<file path="config.mk">
export PLATFORM = sky130hd
export DESIGN_NAME = flash_program_erase_control
export DESIGN_NICKNAME = d
export VERILOG_FILES = /design/src/rtl/flash_ctl_pkg.sv /design/src/rtl/flash_irq_block.sv /design/src/rtl/flash_program_erase_control.sv
export VERILOG_INCLUDE_DIRS = /design/src /design/src/rtl
export SDC_FILE = /design/constraint.sdc
export NUM_CORES = 1
export LEC_CHECK = 0
export BUFFER_PORTS_ARGS = -buffer_cell sky130_fd_sc_hd__buf_2
export CORE_UTILIZATION = 54
export DETAILED_ROUTE_END_ITERATION = 8
export PLACE_DENSITY = 0.87
export REMOVE_ABC_BUFFERS = 1
export SLEW_MARGIN = 20
export SYNTH_ARGS = -nofsm -noshare
export SYNTH_HDL_FRONTEND = slang
export SYNTH_HIERARCHICAL = 1
export SYNTH_SLANG_ARGS = --single-unit
</file>
<file path="constraint.sdc">
create_clock -name ref_clk -period 2.4 [get_ports ref_clk]
set_clock_uncertainty 0.2 [all_clocks]
set_input_delay 0.24 -clock ref_clk [delete_from_list [all_inputs] [get_ports ref_clk]]
set_output_delay 0.24 -clock ref_clk [all_outputs]
set_load 0.05 [all_outputs]
</file>
<file path="src/rtl/flash_ctl_map.svh">
`ifndef FLASH_CTL_MAP_SVH
`define FLASH_CTL_MAP_SVH

// Register bus geometry
`define ADDR_W 8
`define DATA_W 8

// Register offsets
`define CTL_ONE_ADDR 8'h00
`define STATUS_TWO_ADDR 8'h01
`define INT_STATUS_ADDR 8'h02
`define INT_CLEAR_ADDR 8'h03
`define INT_ENABLE_ADDR 8'h04
`define REFUSE_CNT_ADDR 8'h05
`define MODE_STATE_ADDR 8'h06

// Control register one fields
`define CTL_HW_WE_BIT 7
`define CTL_SWE_BIT 6
`define CTL_ESU_BIT 5
`define CTL_PSU_BIT 4
`define CTL_PV_BIT 2
`define CTL_ER_BIT 1
`define CTL_PG_BIT 0

// Status register two fields
`define STAT_ERR_BIT 7

// Interrupt events
`define EVT_W 3
`define EVT_ERROR_BIT 0
`define EVT_REFUSE_BIT 1
`define EVT_HW_DROP_BIT 2

// Reset values and refusal counter limit
`define DATA_RESET 8'h00
`define EVT_RESET 3'h0
`define REFUSE_CNT_MAX 8'hFF

`endif

</file>
<file path="src/rtl/flash_ctl_pkg.sv">
`include "flash_ctl_map.svh"

package flash_ctl_pkg;

  typedef enum logic [2:0] {
    MODE_IDLE    = 3'b000,
    MODE_VERIFY  = 3'b001,
    MODE_ERASE   = 3'b010,
    MODE_PROGRAM = 3'b011,
    MODE_ERROR   = 3'b100
  } mode_t;

  typedef struct packed {
    logic hw_we;
    logic swe;
    logic esu;
    logic psu;
    logic pv;
    logic er;
    logic pg;
    logic err;
    mode_t mode;
    logic [`DATA_W-1:0] refuse_cnt;
    logic [`DATA_W-1:0] rd_data;
    logic program_mode;
    logic erase_mode;
    logic verify_mode;
    logic error_protect;
  } ctl_state_t;

  typedef struct packed {
    logic [`EVT_W-1:0] status;
    logic [`EVT_W-1:0] enable;
    logic irq;
  } irq_state_t;

endpackage

</file>
<file path="src/rtl/flash_irq_block.sv">
`timescale 1ns/1ps
`include "flash_ctl_map.svh"

module flash_irq_block (
  input wire logic ref_clk, // System clock
  input wire logic rstn, // Synchronous reset, low
  input wire logic [`EVT_W-1:0] event_set, // One-cycle event pulses
  input wire logic clear_wr, // Write to clear register
  input wire logic enable_wr, // Write to enable register
  input wire logic [`EVT_W-1:0] wr_bits, // Write data bits
  output logic [`EVT_W-1:0] status, // Sticky status
  output logic [`EVT_W-1:0] enable, // Enable mask
  output logic irq // Level interrupt
);

  flash_ctl_pkg::irq_state_t s_q;
  flash_ctl_pkg::irq_state_t s_d;

  always_comb begin
    s_d = s_q;
    if (clear_wr) begin
      s_d.status = s_q.status & ~wr_bits;
    end
    // Set wins over a clear in the same cycle
    s_d.status = s_d.status | event_set;
    if (enable_wr) begin
      s_d.enable = wr_bits;
    end
    s_d.irq = |(s_d.status & s_d.enable);
  end

  always_ff @(posedge ref_clk) begin
    if (!rstn) begin
      s_q <= '0;
    end else begin
      s_q <= s_d;
    end
  end

  assign status = s_q.status;
  assign enable = s_q.enable;
  assign irq = s_q.irq;

endmodule

</file>
<file path="src/rtl/flash_program_erase_control.sv">
// Overview of operation
// - Program-verify bit one enters verify mode; zero leaves it.
// - Program-verify set accepted only with hardware protect state and software enable.
// - Erase bit set needs hardware state, software enable and erase setup.
// - Program bit set needs hardware state, software enable and program setup.
// - Writing zero to erase or program bit cancels that mode.
// - Hardware protect state bit is read-only and follows the input pin.
// - Inactive protect input blocks and cancels programming and erasing.
// - Failed program or erase sets error flag; flash then stays error-protected.
// - Low seven bits of status register two always read zero.
// - Mask-ROM variant has no such registers; writes ignored, reads meaningless.
`timescale 1ns/1ps
`include "flash_ctl_map.svh"

module flash_program_erase_control #(
  parameter bit MASK_ROM_VARIANT = 1'b0 // Flash control absent when set
) (
  input wire logic ref_clk, // System clock, 100 MHz
  input wire logic rstn, // Synchronous reset, low
  input wire logic [`ADDR_W-1:0] addr, // Register address
  input wire logic [`DATA_W-1:0] wr_data, // Write data
  input wire logic wr_stb, // Write strobe
  input wire logic rd_stb, // Read strobe
  input wire logic hw_write_protect_input, // Protection pin, high allows
  input wire logic op_fail, // Array reports failed operation
  output logic [`DATA_W-1:0] rd_data, // Read data, cycle after strobe
  output logic program_mode, // Array in program mode
  output logic erase_mode, // Array in erase mode
  output logic verify_mode, // Array in program-verify mode
  output logic error_protect, // Array in error protection
  output logic irq // Level interrupt
);

  flash_ctl_pkg::ctl_state_t s_q;
  flash_ctl_pkg::ctl_state_t s_d;

  logic [`EVT_W-1:0] evt;
  logic [`EVT_W-1:0] int_status;
  logic [`EVT_W-1:0] int_enable;
  logic irq_raw;
  logic ctl_wr;
  logic clear_wr;
  logic enable_wr;

  // Address match, gated off entirely in the mask-ROM build
  function automatic logic hit(input logic [`ADDR_W-1:0] a, input logic [`ADDR_W-1:0] target);
    hit = (a == target);
  endfunction

  function automatic flash_ctl_pkg::mode_t mode_of(
    input logic err,
    input logic er,
    input logic pg,
    input logic pv
  );
    if (err) begin
      mode_of = flash_ctl_pkg::MODE_ERROR;
    end else if (er) begin
      mode_of = flash_ctl_pkg::MODE_ERASE;
    end else if (pg) begin
      mode_of = flash_ctl_pkg::MODE_PROGRAM;
    end else if (pv) begin
      mode_of = flash_ctl_pkg::MODE_VERIFY;
    end else begin
      mode_of = flash_ctl_pkg::MODE_IDLE;
    end
  endfunction

  function automatic logic [`DATA_W-1:0] ctl_image(input flash_ctl_pkg::ctl_state_t s);
    logic [`DATA_W-1:0] v;
    v = `DATA_RESET;
    v[`CTL_HW_WE_BIT] = s.hw_we;
    v[`CTL_SWE_BIT] = s.swe;
    v[`CTL_ESU_BIT] = s.esu;
    v[`CTL_PSU_BIT] = s.psu;
    v[`CTL_PV_BIT] = s.pv;
    v[`CTL_ER_BIT] = s.er;
    v[`CTL_PG_BIT] = s.pg;
    ctl_image = v;
  endfunction

  // Register write decode
  always_comb begin
    ctl_wr = 1'b0;
    clear_wr = 1'b0;
    enable_wr = 1'b0;
    // Absent registers swallow writes
    if (wr_stb && !MASK_ROM_VARIANT) begin
      ctl_wr = hit(addr, `CTL_ONE_ADDR);
      clear_wr = hit(addr, `INT_CLEAR_ADDR);
      enable_wr = hit(addr, `INT_ENABLE_ADDR);
    end
  end

  // Main control next state
  always_comb begin
    logic want_pv;
    logic want_er;
    logic want_pg;
    logic allow_base;
    logic refused;
    logic fail_hit;
    logic hw_drop;
    want_pv = 1'b0;
    want_er = 1'b0;
    want_pg = 1'b0;
    allow_base = 1'b0;
    refused = 1'b0;
    fail_hit = 1'b0;
    hw_drop = 1'b0;
    s_d = s_q;
    evt = `EVT_RESET;

    s_d.hw_we = hw_write_protect_input;
    hw_drop = s_q.hw_we && !hw_write_protect_input;

    // Gate on current pin state so a write in the drop cycle is refused
    allow_base = hw_write_protect_input && s_q.swe && !s_q.err;

    if (ctl_wr) begin
      want_pv = wr_data[`CTL_PV_BIT];
      want_er = wr_data[`CTL_ER_BIT];
      want_pg = wr_data[`CTL_PG_BIT];

      // Software enable only latches while the pin allows it
      s_d.swe = wr_data[`CTL_SWE_BIT] && hw_write_protect_input;
      s_d.esu = wr_data[`CTL_ESU_BIT] && s_d.swe;
      s_d.psu = wr_data[`CTL_PSU_BIT] && s_d.swe;

      if (!want_pv) begin
        s_d.pv = 1'b0;
      end else if (s_q.pv) begin
        s_d.pv = 1'b1;
      end else begin
        s_d.pv = allow_base;
        refused = refused | !allow_base;
      end

      if (!want_er) begin
        s_d.er = 1'b0;
      end else if (s_q.er) begin
        s_d.er = 1'b1;
      end else begin
        s_d.er = allow_base && s_q.esu && !s_q.pg && !want_pg;
        refused = refused | !s_d.er;
      end

      if (!want_pg) begin
        s_d.pg = 1'b0;
      end else if (s_q.pg) begin
        s_d.pg = 1'b1;
      end else begin
        s_d.pg = allow_base && s_q.psu && !s_q.er && !want_er;
        refused = refused | !s_d.pg;
      end
    end

    fail_hit = op_fail && (s_q.er || s_q.pg) && !s_q.err;
    if (fail_hit) begin
      s_d.err = 1'b1;
    end

    if (s_d.err) begin
      s_d.pv = 1'b0;
      s_d.er = 1'b0;
      s_d.pg = 1'b0;
    end

    if (!hw_write_protect_input) begin
      s_d.swe = 1'b0;
      s_d.esu = 1'b0;
      s_d.psu = 1'b0;
      s_d.pv = 1'b0;
      s_d.er = 1'b0;
      s_d.pg = 1'b0;
    end

    // Saturating so a runaway loop cannot wrap to zero
    if (refused && s_q.refuse_cnt != `REFUSE_CNT_MAX) begin
      s_d.refuse_cnt = s_q.refuse_cnt + 8'h01;
    end

    evt[`EVT_ERROR_BIT] = fail_hit;
    evt[`EVT_REFUSE_BIT] = refused;
    evt[`EVT_HW_DROP_BIT] = hw_drop;

    s_d.mode = mode_of(s_d.err, s_d.er, s_d.pg, s_d.pv);
    s_d.program_mode = (s_d.mode == flash_ctl_pkg::MODE_PROGRAM);
    s_d.erase_mode = (s_d.mode == flash_ctl_pkg::MODE_ERASE);
    s_d.verify_mode = s_d.pv;
    s_d.error_protect = (s_d.mode == flash_ctl_pkg::MODE_ERROR);

    // Read data stands only in the cycle after the strobe
    s_d.rd_data = `DATA_RESET;
    // absent registers read as zero here
    if (rd_stb && !MASK_ROM_VARIANT) begin
      if (hit(addr, `CTL_ONE_ADDR)) begin
        s_d.rd_data = ctl_image(s_q);
      end else if (hit(addr, `STATUS_TWO_ADDR)) begin
        s_d.rd_data = `DATA_RESET;
        s_d.rd_data[`STAT_ERR_BIT] = s_q.err;
      end else if (hit(addr, `INT_STATUS_ADDR)) begin
        s_d.rd_data = {{(`DATA_W-`EVT_W){1'b0}}, int_status};
      end else if (hit(addr, `INT_ENABLE_ADDR)) begin
        s_d.rd_data = {{(`DATA_W-`EVT_W){1'b0}}, int_enable};
      end else if (hit(addr, `REFUSE_CNT_ADDR)) begin
        s_d.rd_data = s_q.refuse_cnt;
      end else if (hit(addr, `MODE_STATE_ADDR)) begin
        s_d.rd_data = {5'h00, s_q.mode};
      end else begin
        s_d.rd_data = `DATA_RESET;
      end
    end
    // writes to status two have no effect
  end

  always_ff @(posedge ref_clk) begin
    if (!rstn) begin
      s_q <= '0;
    end else begin
      s_q <= s_d;
    end
  end

  flash_irq_block u_irq (
    .ref_clk(ref_clk),
    .rstn(rstn),
    .event_set(evt),
    .clear_wr(clear_wr),
    .enable_wr(enable_wr),
    .wr_bits(wr_data[`EVT_W-1:0]),
    .status(int_status),
    .enable(int_enable),
    .irq(irq_raw)
  );

  assign rd_data = s_q.rd_data;
  assign program_mode = s_q.program_mode;
  assign erase_mode = s_q.erase_mode;
  assign verify_mode = s_q.verify_mode;
  assign error_protect = s_q.error_protect;
  assign irq = irq_raw;

endmodule

</file>
## Word-level counts from Yosys, hierarchy flattened

Index checks and enable logic that the tools add are counted.

| cells by class | value |
|---|---|
| muxes and demuxes | 34 |
| multiply operators | 0 |
| equal/unequal tests | 10 |
| bitwise operators | 8 |
| divide/modulo/power cells | 0 |
| shift operators | 0 |
| $add $sub $neg | 1 |
| reductions and logical operators | 30 |
| order comparisons | 0 |

Operators by type and width:

| kind | number |
|---|---|
| 8-bit 2-to-1 mux | 5 |
| 8-bit by 3-bit equality test with 1-bit output (second input constant) | 3 |
| 3-bit 2-to-1 mux | 7 |
| 1-bit 2-to-1 mux | 20 |
| 8-bit by 2-bit equality test with 1-bit output (second input constant) | 2 |
| 1-bit logical AND | 15 |
| 1-bit zero test | 9 |
| 8-bit by 1-bit adder with 8-bit output (second input constant) | 1 |
| 8-bit by 1-bit equality test with 1-bit output (second input constant) | 1 |
| 8-bit zero test | 1 |
| 8-bit != test (second input constant) | 1 |
| 3-bit AND | 2 |
| 3-bit by 2-bit equality test with 1-bit output (second input constant) | 2 |
| 6-bit OR reduction | 1 |
| 2-bit 2-to-1 mux | 2 |
| 2-bit AND reduction | 2 |
| 3-bit equality test (second input constant) | 1 |
| 3-bit NOT | 1 |
| 3-bit OR | 1 |
| 3-bit OR reduction | 1 |
| 1-bit NOT | 2 |
| 1-bit OR | 2 |
| 1-bit logical OR | 1 |

| word-level totals | value |
|---|---|
| output and inout bits | 13 |
| bits in read-only memories | 0 |
| bits in writable memories | 0 |
| bits of input ports | 22 |
| bits in latches | 0 |
| register bits | 37 |
| word-level logic and storage cells | 101 |
| memories kept | 0 |

## Longest topological paths before layout

Gate-level depths: netlist of run 1.

| depth | value |
|---|---|
| word-level depth | 17 |
| mapped depth | 7 |
| gate-level depth less buffers | 6 |

## Cells and area by module

Netlist of run 1, hierarchy kept.

Modules (own cells, without submodules):

| module | area each (sq um) | cells an instance | sequential area each (sq um) | instances |
|---|---|---|---|---|
| flash_program_erase_control | 1,443.9 | 173 | 560.5 | 1 |
| flash_irq_block | 267.8 | 25 | 140.1 | 1 |

## Worst setup path before layout of run 1

OpenSTA, ideal clock, no wires.

| timing | value |
|---|---|
| path kind | register -> register |
| start | register s_q[23] in the netlist's numbering |
| end | register s_q[15] in the netlist's numbering |
| buffers on the path | 1 |
| setup slack | 54 ps |
| arrival | 2,075 ps |
| period minus slack after synthesis | 2,346 ps |
| stages on the path, launching flop included | 7 |
| cells stage by stage | dfxtp_1 nand3b_1 nor4b_1 o32a_1 clkbuf_1 or3_2 a21oi_1 |

| on the way | value |
|---|---|
| cells in the longest elaborated chain, start to end | 15 |
| elaborated cells on any way between the ends | 23 |
| classes of those cells | mux (9); bitwise (2); reduce/logical (12) |

Ends and longest elaborated chain:

| what | line | source |
|---|---|---|
| start: declaration | flash_program_erase_control.sv:34 | `flash_ctl_pkg::ctl_state_t s_q;` |
| start signal: assignment | flash_program_erase_control.sv:219 | `s_q <= '0;` |
| start signal: assignment | flash_program_erase_control.sv:221 | `s_q <= s_d;` |
| 1-bit zero test * | flash_program_erase_control.sv:118 | `allow_base = hw_write_protect_input && s_q.swe && !s_q.err;` |
| 1-bit logical AND * | flash_program_erase_control.sv:118 |  |
| 1-bit zero test / 1-bit logical AND (equally long branches) | flash_program_erase_control.sv:136, flash_program_erase_control.sv:144 |  |
| 1-bit 2-to-1 mux / 1-bit logical AND (equally long branches) | flash_program_erase_control.sv:132, flash_program_erase_control.sv:144 |  |
| 1-bit 2-to-1 mux / 1-bit logical AND (equally long branches) | flash_program_erase_control.sv:130, flash_program_erase_control.sv:144 |  |
| 1-bit 2-to-1 mux / 1-bit zero test (equally long branches) | flash_program_erase_control.sv:120, flash_program_erase_control.sv:145 |  |
| 1-bit OR | flash_program_erase_control.sv:145 | `refused = refused \| !s_d.er;` |
| 1-bit 2-to-1 mux | flash_program_erase_control.sv:141 | `end else if (s_q.er) begin` |
| 1-bit 2-to-1 mux | flash_program_erase_control.sv:139 | `if (!want_er) begin` |
| 1-bit 2-to-1 mux | flash_program_erase_control.sv:120 | `if (ctl_wr) begin` |
| 1-bit OR | flash_program_erase_control.sv:154 | `refused = refused \| !s_d.pg;` |
| 1-bit 2-to-1 mux | flash_program_erase_control.sv:150 | `end else if (s_q.pg) begin` |
| 1-bit 2-to-1 mux * | flash_program_erase_control.sv:148 | `if (!want_pg) begin` |
| 1-bit 2-to-1 mux * | flash_program_erase_control.sv:120 |  |
| 1-bit logical AND (no line) * | -- |  |

Mark *: on every way between the ends. The rest lies on a longest branch, timed or not. The select of a mux whose other input is x is not followed.
A chain may end at the register's enable or synchronous reset.

## Worst setup path after layout of run 1

| timing | value |
|---|---|
| start | register s_q[29] in the netlist's numbering |
| end | register s_q[16] in the netlist's numbering |

| on the way | value |
|---|---|
| cells in the longest elaborated chain, start to end | 15 |
| elaborated cells on any way between the ends | 23 |
| classes of those cells | mux (9); bitwise (2); reduce/logical (12) |

Ends and longest elaborated chain:

| what | line |
|---|---|
| 1-bit logical AND * (2 in series) | flash_program_erase_control.sv:118 |
| 1-bit zero test / 1-bit logical AND (equally long branches) | flash_program_erase_control.sv:136, flash_program_erase_control.sv:144 |
| 1-bit 2-to-1 mux / 1-bit logical AND (equally long branches) | flash_program_erase_control.sv:132, flash_program_erase_control.sv:144 |
| 1-bit 2-to-1 mux / 1-bit logical AND (equally long branches) | flash_program_erase_control.sv:130, flash_program_erase_control.sv:144 |
| 1-bit 2-to-1 mux / 1-bit zero test (equally long branches) | flash_program_erase_control.sv:120, flash_program_erase_control.sv:145 |
| 1-bit OR | flash_program_erase_control.sv:145 |
| 1-bit 2-to-1 mux | flash_program_erase_control.sv:141 |
| 1-bit 2-to-1 mux | flash_program_erase_control.sv:139 |
| 1-bit 2-to-1 mux | flash_program_erase_control.sv:120 |
| 1-bit OR | flash_program_erase_control.sv:154 |
| 1-bit 2-to-1 mux | flash_program_erase_control.sv:150 |
| 1-bit 2-to-1 mux * | flash_program_erase_control.sv:148 |
| 1-bit 2-to-1 mux * | flash_program_erase_control.sv:120 |
| 1-bit logical AND (no line) * | -- |

Marks and branches as above.

==> run metrics, run 1 <==
outcome complete, no violations; ANT cells 0; Die Wd 58.3 um; Seq/Total Area, Yosys 0.409; yosys warns 6; top_reg_cell synth dfxtp_1; Post-DP HPWL 2.95 mm; drt wl/cell 14.1 um; Crit. path cell count 6; Synth Register Bits 35; final core utilization 0.667; Relative slew margins 0.676; Max FO, Critical Path 12; Yosys top cell by area dfxtp_1; Starting Density 0.565; flop2flop setup slack 220 ps; DRC viols 0; Setup crit end kind register; largest cells by area after synthesis dfxtp_1, a21oi_1, nor2_1, nand2_1, buf_4; clock-pin slew on the worst setup and hold paths 110 ps; Min Clock Period, post-route 2180 ps; Power Dens Cells 480 nW/um^2; Crit. Startpoint s_q[29]; first-pass GRT wire length 6.71 mm; crit path cell chain nand3b_1 > nor4b_1 > o32a_2 > buf_4 > or4_1 > a21oi_1; R2R cell count 6; Least-Margin Pin Slew 485 ps; number of synthesized flops with an enable pin 0; Vias 1622; drt pass-1 iters 4; kind of critical path reg -> reg; FF-to-FF End s_q[16]; Core ar. 3030 sq um; GRT Total Usage 0.262; Cells after Synth 198; initial antenna violation count 0; # setup viols final 0; crit-path max cell delay 490 ps; Die Span Y 58.3 um; HP Start rstn; H-tree Lvls 2; worst hold path class in -> reg; die area 3400 sq um; worst-skew pair later-pin latency 340 ps; Mapped Avg Cell Area 8.64 sq um; Worst path top cell family by delay simple AND/OR/NAND/NOR gates; I/O pin count 35; routability cong. 0.940; Critical Path Source Type register; leading cell types in the layout, fill and taps excluded dfxtp_1, buf_2, nor2_1; vias per inst 5.73; Setup TNS 0 ps; synthesized cell area 1710 sq um; vias in the first global route 1460; IO Port Bufs 32; CP max-delay cell or4_1; Arr. time, crit path 2250 ps; overflow left after global routing 0; Iter 0 DRT Violations 108; share of the synthesized area in the top cell type 0.409; root buffer cell clkbuf_4; most common cell after layout, fill and taps aside dfxtp_1; Setup crit end s_q[16]; Worst Path Buf+Inv 1; fmax 0.459 GHz; # fillers 253; Synth cell types 45; leakage 0.835 nW; fin crit share 0.909; worst r2r src s_q[29]; Final Hold Violating Endpoints 0; FFs w/ async S/R, synth 0; Core Rows 20; Antenna Nets Post-Route 0; largest net degree at the start of global routing 14; max cap viols 0; cts bufs inserted 5; CTS tree built; unrepaired setup endpoints after global routing false; Layout Nets 261; final max-slew violation count 0; share of cells above drive strength 1 0.276; VDD IR max 0.442 mV; CTS Sinks 35; Max clock buf depth 2; total wire length 4.00 mm; area growth from synthesis to layout 17.9%; CP required 2470 ps
[layer usage]
metal	vias to the layer above	track usage	routed length, um
met1	746	0.357	1800
met5	-	0	0
met2	69	0.388	1830
met4	0	0.102	57
li1	801	-	-
met3	6	0.0857	314
[synthesized netlist by cell type, types with 2 or more instances]
cell type and instances:
dfxtp_1 35, nor2_1 20, nand2_1 19, a21oi_1 16, buf_4 8, inv_1 8
o21ai_0 7, o31ai_1 7, nand3_1 6, clkbuf_1 5, or4_1 5, a22oi_1 4
a32oi_1 4, and2_1 4, mux2_2 4, nor2b_1 4, nand2b_1 3, nand4_1 3
nor3_1 3, o211ai_1 3, a21o_2 2, and3_2 2, nor3_4 2, nor4b_1 2
o211a_1 2
[kinds of logic after synthesis]
family | Yosys count | synth area share
simple gates | 86 | 0.287
compound gates | 51 | 0.206
flops | 35 | 0.409
buf+inv | 21 | 0.0636
mux | 4 | 0.0263
fa+ha+maj | 1 | 0.00731
[stage by stage]
stage	std cells	hold WS [ps]	area, sq um	setup WS [ps]	total power, W
6_report	283	53.9	2020	219	0.000970
5_1_grt	283	47.8	2020	62.3	0.00101
4_1_cts	283	49.6	2020	166	0.000971
3_5_place_dp	271	287	1920	55.0	0.000672
3_3_place_gp	271	277	1920	92.9	0.000670
2_1_floorplan	185	158	1630	87.0	0.000625
[area by class of cell]
class                           count  area (sq um)  share of cell area
Inverter                            8          30.0              0.0149
Tap cell                           44          55.1              0.0273
Multi-Input combinational cell    142           903               0.448
Sequential cell                    35           701               0.347
Clock inverter                      2          12.5             0.00620
Timing Repair Buffer               46           275               0.136
Clock buffer                        6          41.3              0.0205
[sequential cells by signal, indices dropped and copies added (netlist names)]
register,flops
erase_mode,1
u_irq/status,3
u_irq/irq,1
rd_data,8
u_irq/enable,3
s_q,17
program_mode,1
verify_mode,1
[how the worst min path moves through the flow]
stage,to,cells after the start,slack [ps]
floorplan,u_irq/status[0],1,160
global placement,s_q[27],2,280
detailed placement,s_q[27],2,290
CTS,u_irq/status[0],2,50
global route,u_irq/status[0],2,50
finish,u_irq/status[0],2,50
[power by group]
group / switching (W) / leakage (nW) / internal, W
clock network: 0.000191 / 0.0282 / 0.000113
registers: 0.00000103 / 0.282 / 0.000582
logic: 0.0000481 / 0.524 / 0.0000340
[what timing repair did]
item	CTS	global route
hold buffers	4	0
hold endpoints to repair	5	0
buffers inserted	0	0
setup endpoints to repair	0	2
resized for setup	0	1
(Power assumes the default switching activity.)
==> run 2: changes to the inputs <==
--- a/config.mk
+++ b/config.mk
@@ -6,7 +6,8 @@
 export SDC_FILE = /design/constraint.sdc
 export NUM_CORES = 1
 export LEC_CHECK = 0
-export BUFFER_PORTS_ARGS = -buffer_cell sky130_fd_sc_hd__buf_2
+export BUFFER_PORTS_ARGS = -buffer_cell sky130_fd_sc_hd__buf_4
+export CAP_MARGIN = 0
 export CORE_UTILIZATION = 54
 export DETAILED_ROUTE_END_ITERATION = 8
 export PLACE_DENSITY = 0.87
==> run metrics, run 2 (synthesis results as in run 1) <==
outcome complete, no violations; setup repair bufs after CTS 0; Largest Register s_q; Die Span Y 58.3 um; Worst Path Buf+Inv 4; # setup viols final 0; Antenna Nets Post-Route 0; FF-to-FF End u_irq/irq; worst-skew pair later-pin latency 340 ps; Max clock buf depth 2; placed insts 266; share of cells above drive strength 1 0.255; VDD IR max 0.372 mV; initial antenna violation count 0; crit path cell chain buf_4 > or4_4 > buf_4 > nor3_4 > buf_4 > nand4_1 > dlygate4sd3_1 > a21oi_1; max FFs per register 17; fin area 2070 sq um; final core utilization 0.683; final max-slew violation count 0; CP max-delay cell or4_4; ANT cells 0; Core ar. 3030 sq um; worst hold path depth 3; fmax 0.468 GHz; fin crit share 0.890; area growth from synthesis to layout 20.8%; max cap viols 0; Vias 1605; CP required 2470 ps; HP Start hw_write_protect_input; worst hold path class in -> reg; first-pass GRT wire length 6.23 mm; Worst path top cell family by delay buffers and inverters; root buffer cell clkbuf_4; crit-path max cell delay 550 ps; Core Rows 20; unrepaired setup endpoints after global routing false; CTS tree built; Critical Path Source Type input pin; routability cong. 0.878; Iter 0 DRT Violations 64; leading cell types in the layout, fill and taps excluded buf_4, dfxtp_1, nor2_1; vias in the first global route 1369; most common cell after layout, fill and taps aside buf_4; Power Dens Cells 472 nW/um^2; Max FO, Critical Path 5; Setup crit end kind register; flop2flop setup slack 270 ps; worst r2r src s_q[29]; largest net degree at the start of global routing 18; DRC viols 0; GRT Total Usage 0.247; overflow left after global routing 0; die area 3400 sq um; Post-DP HPWL 2.80 mm; Final Hold Violating Endpoints 0; drt wl/cell 13.9 um; Starting Density 0.565; vias per inst 5.75; Place WS 52.7 ps; Post-DP Area 1970 sq um; H-tree Lvls 2; cts bufs inserted 5; clock-pin slew on the worst setup and hold paths 100 ps; CTS Sinks 35; Die Wd 58.3 um; Setup TNS 0 ps; Layout Nets 257; drt pass-1 iters 4; Worst path most repeated cell buf_4; Min Clock Period, post-route 2140 ps; # fillers 259; Final WS setup 265 ps; total wire length 3.88 mm; kind of critical path in -> reg; Least-Margin Pin Slew 415 ps; I/O pin count 35; Relative slew margins 0.719; leakage 0.827 nW; Arr. time, crit path 2210 ps; IO Port Bufs 32; Final Non-Filler Cells 279; WHS Endpoint s_q[28]; R2R cell count 6
## run 2: layout make-up
type / count / area (sq um) / share of cell area
Inverter: 8 / 30.0 / 0.0145
Clock buffer: 7 / 45.0 / 0.0218
Sequential cell: 35 / 701 / 0.339
Tap cell: 44 / 55.1 / 0.0266
Multi-Input combinational cell: 142 / 903 / 0.437
Timing Repair Buffer: 42 / 328 / 0.159
Clock inverter: 1 / 5.00 / 0.00242
## run 2: report_power, final
group	total [W]	internal, W	switching (W)	leakage, nW
logic	0.0000844	0.0000380	0.0000463	0.516
clock network	0.000308	0.000114	0.000193	0.0293
registers	0.000583	0.000582	0.00000102	0.282
total	0.000975	0.000735	0.000241	0.827
## run 2: per-stage QoR
step,hold WS (ps),total power [W]
floorplan,158,0.000625
global placement,283,0.000674
detailed placement,293,0.000674
CTS,4.42,0.000973
global route,6.92,0.00101
finish,9.88,0.000975
## run 2: worst max path at each step
stage | depth (start not counted) | start | end
2_1_floorplan | 5 | s_q[23] | s_q[18]
3_3_place_gp | 7 | addr[3] | u_irq/irq
3_5_place_dp | 7 | addr[3] | u_irq/irq
4_1_cts | 6 | s_q[29] | u_irq/irq
5_1_grt | 6 | s_q[29] | u_irq/irq
6_report | 8 | addr[3] | s_q[27]
## run 2: tightest hold or removal path: cells and delay by family
kind / cells / cell delay, ps
buffers and inverters: 1 / 130
AND/OR/NAND/NOR: 1 / 70
AO/OA/AOI/OAI: 1 / 60
## run 2: timing repair
action / in CTS / in global routing
endpoints found under the setup margin: 0 / 2
hold endpoints to repair: 6 / 0
gates resized for setup: 0 / 1
hold buffers: 5 / 0
## run 2: per-layer routing
layer / wire [um] / global-route usage
met4: 71 / 0.0952
met3: 264 / 0.0659
met5: 0 / 0
met2: 1750 / 0.388
met1: 1790 / 0.325
==> run 3: changes to the inputs <==
--- a/config.mk
+++ b/config.mk
@@ -8,9 +8,10 @@
 export LEC_CHECK = 0
 export BUFFER_PORTS_ARGS = -buffer_cell sky130_fd_sc_hd__buf_4
 export CAP_MARGIN = 0
-export CORE_UTILIZATION = 54
+export CORE_UTILIZATION = 56
+export CTS_BUF_LIST = sky130_fd_sc_hd__clkbuf_2
 export DETAILED_ROUTE_END_ITERATION = 8
-export PLACE_DENSITY = 0.87
+export PLACE_DENSITY = 0.89
 export REMOVE_ABC_BUFFERS = 1
 export SLEW_MARGIN = 20
 export SYNTH_ARGS = -nofsm -noshare
==> run metrics, run 3 (synthesis results as in run 1) <==
outcome complete, but fails checks; failing checks DRC; Layout Nets 261; max cap viols 0; leakage 0.841 nW; most common cell after layout, fill and taps aside buf_4; Starting Density 0.605; Largest Register s_q; Crit. path cell count 8; unrepaired setup endpoints after global routing false; Vias 1651; # fillers 218; kind of critical path in -> reg; vias in the first global route 1534; initial antenna violation count 0; H-tree Lvls 2; Min Clock Period, post-route 2330 ps; placed insts 254; Core Rows 19; routability cong. 0.922; fin crit share 0.971; cts bufs inserted 5; Post-DP HPWL 3.12 mm; Setup crit end kind register; WHS 20.8 ps; Place WS 31.3 ps; Power Dens Cells 443 nW/um^2; Worst Path Buf+Inv 3; Max clock buf depth 2; Setup TNS 0 ps; crit path cell chain dlygate4sd3_1 > buf_4 > nand3b_1 > nor4b_1 > o32a_2 > buf_4 > or4_1 > a21oi_1; flop2flop setup slack 260 ps; GRT Total Usage 0.282; CP required 2530 ps; area growth from synthesis to layout 21.1%; Critical Path Source Type input pin; Iter 0 DRT Violations 85; Crit. Startpoint hw_write_protect_input; total wire length 4.25 mm; drt pass-1 iters 6; root buffer cell clkbuf_2; # setup viols final 0; Relative slew margins 0.701; Core ar. 2830 sq um; Final WS setup 69.5 ps; fmax 0.429 GHz; worst-skew pair later-pin latency 380 ps; Antenna Nets Post-Route 0; worst hold path class in -> reg; drt wl/cell 15.8 um; die area 3280 sq um; ANT cells 0; DRC viols 4; max FFs per register 17; FF-to-FF End s_q[16]; largest net degree at the start of global routing 15; I/O pin count 35; Worst path top cell family by delay buffers and inverters; Die Span Y 57.3 um; CTS tree built; Max FO, Critical Path 12; first-pass GRT wire length 7.02 mm; Die Wd 57.3 um; Least-Margin Pin Slew 445 ps; vias per inst 6.14; VDD IR max 0.378 mV; IO Port Bufs 32; final max-slew violation count 0; Final Hold Violating Endpoints 0; overflow left after global routing 0; Final Non-Filler Cells 269; share of cells above drive strength 1 0.256; clock-pin slew on the worst setup and hold paths 170 ps; Setup crit end s_q[16]; Worst path most repeated cell buf_4; worst r2r src s_q[29]; Arr. time, crit path 2460 ps; R2R cell count 6; CTS Sinks 35; CP max-delay cell dlygate4sd3_1; leading cell types in the layout, fill and taps excluded buf_4, dfxtp_1, nor2_1; setup repair bufs after CTS 0; crit-path max cell delay 540 ps
run 3: timing repair:
action                                  CTS  global route
gates resized for setup                   0             1
endpoints found under the setup margin    0             4
endpoints found under the hold margin    19             0
hold buffers                              8             0
run 3: per-stage QoR:
stage           util  power, W  area, sq um
6_report       0.732  0.000919         2070
5_1_grt        0.732  0.000956         2070
4_1_cts        0.732  0.000928         2070
3_5_place_dp   0.692  0.000677         1960
3_3_place_gp   0.692  0.000676         1960
2_1_floorplan      -  0.000625         1630
run 3: cell type report:
cell class                 instances  area [sq um]  share of cell area
multi-input combinational        142           903               0.436
sequential                        35           701               0.338
timing repair buffer              46           365               0.176
tap                               31          38.8              0.0187
inverter                           8          30.0              0.0145
clock buffer                       5          25.0              0.0121
clock inverter                     2          8.76             0.00423
run 3: routing by layer:
layer	part of all wire	global-route usage	vias to the layer above
met5	0	0	-
met4	0.018	0.0976	0
li1	-	-	797
met2	0.48	0.462	78
met3	0.080	0.0658	10
met1	0.42	0.366	766
run 3: worst min-delay path by stage:
stage	startpoint	to	slack [ps]	depth (start not counted)
global route	wr_data[2]	verify_mode	30	3
finish	wr_data[2]	verify_mode	20	3
global placement	s_q[29]	s_q[29]	280	2
CTS	wr_data[2]	verify_mode	5	3
floorplan	rstn	u_irq/status[0]	160	1
detailed placement	s_q[28]	s_q[28]	300	2
run 3: report_power, final:
group	switching [W]	leakage (nW)	total, W	internal [W]
logic	0.0000491	0.533	0.0000908	0.0000416
registers	0.00000108	0.282	0.000585	0.000583
clock network	0.000182	0.0262	0.000243	0.0000614
run 3: worst reg2reg max path: cells and delay by family, from the launching register on:
kind / cells / cell delay, ps
buffers and inverters: 1 / 190
AND/OR/NAND/NOR: 3 / 760
flip-flops: 1 / 370
AO/OA/AOI/OAI: 2 / 580
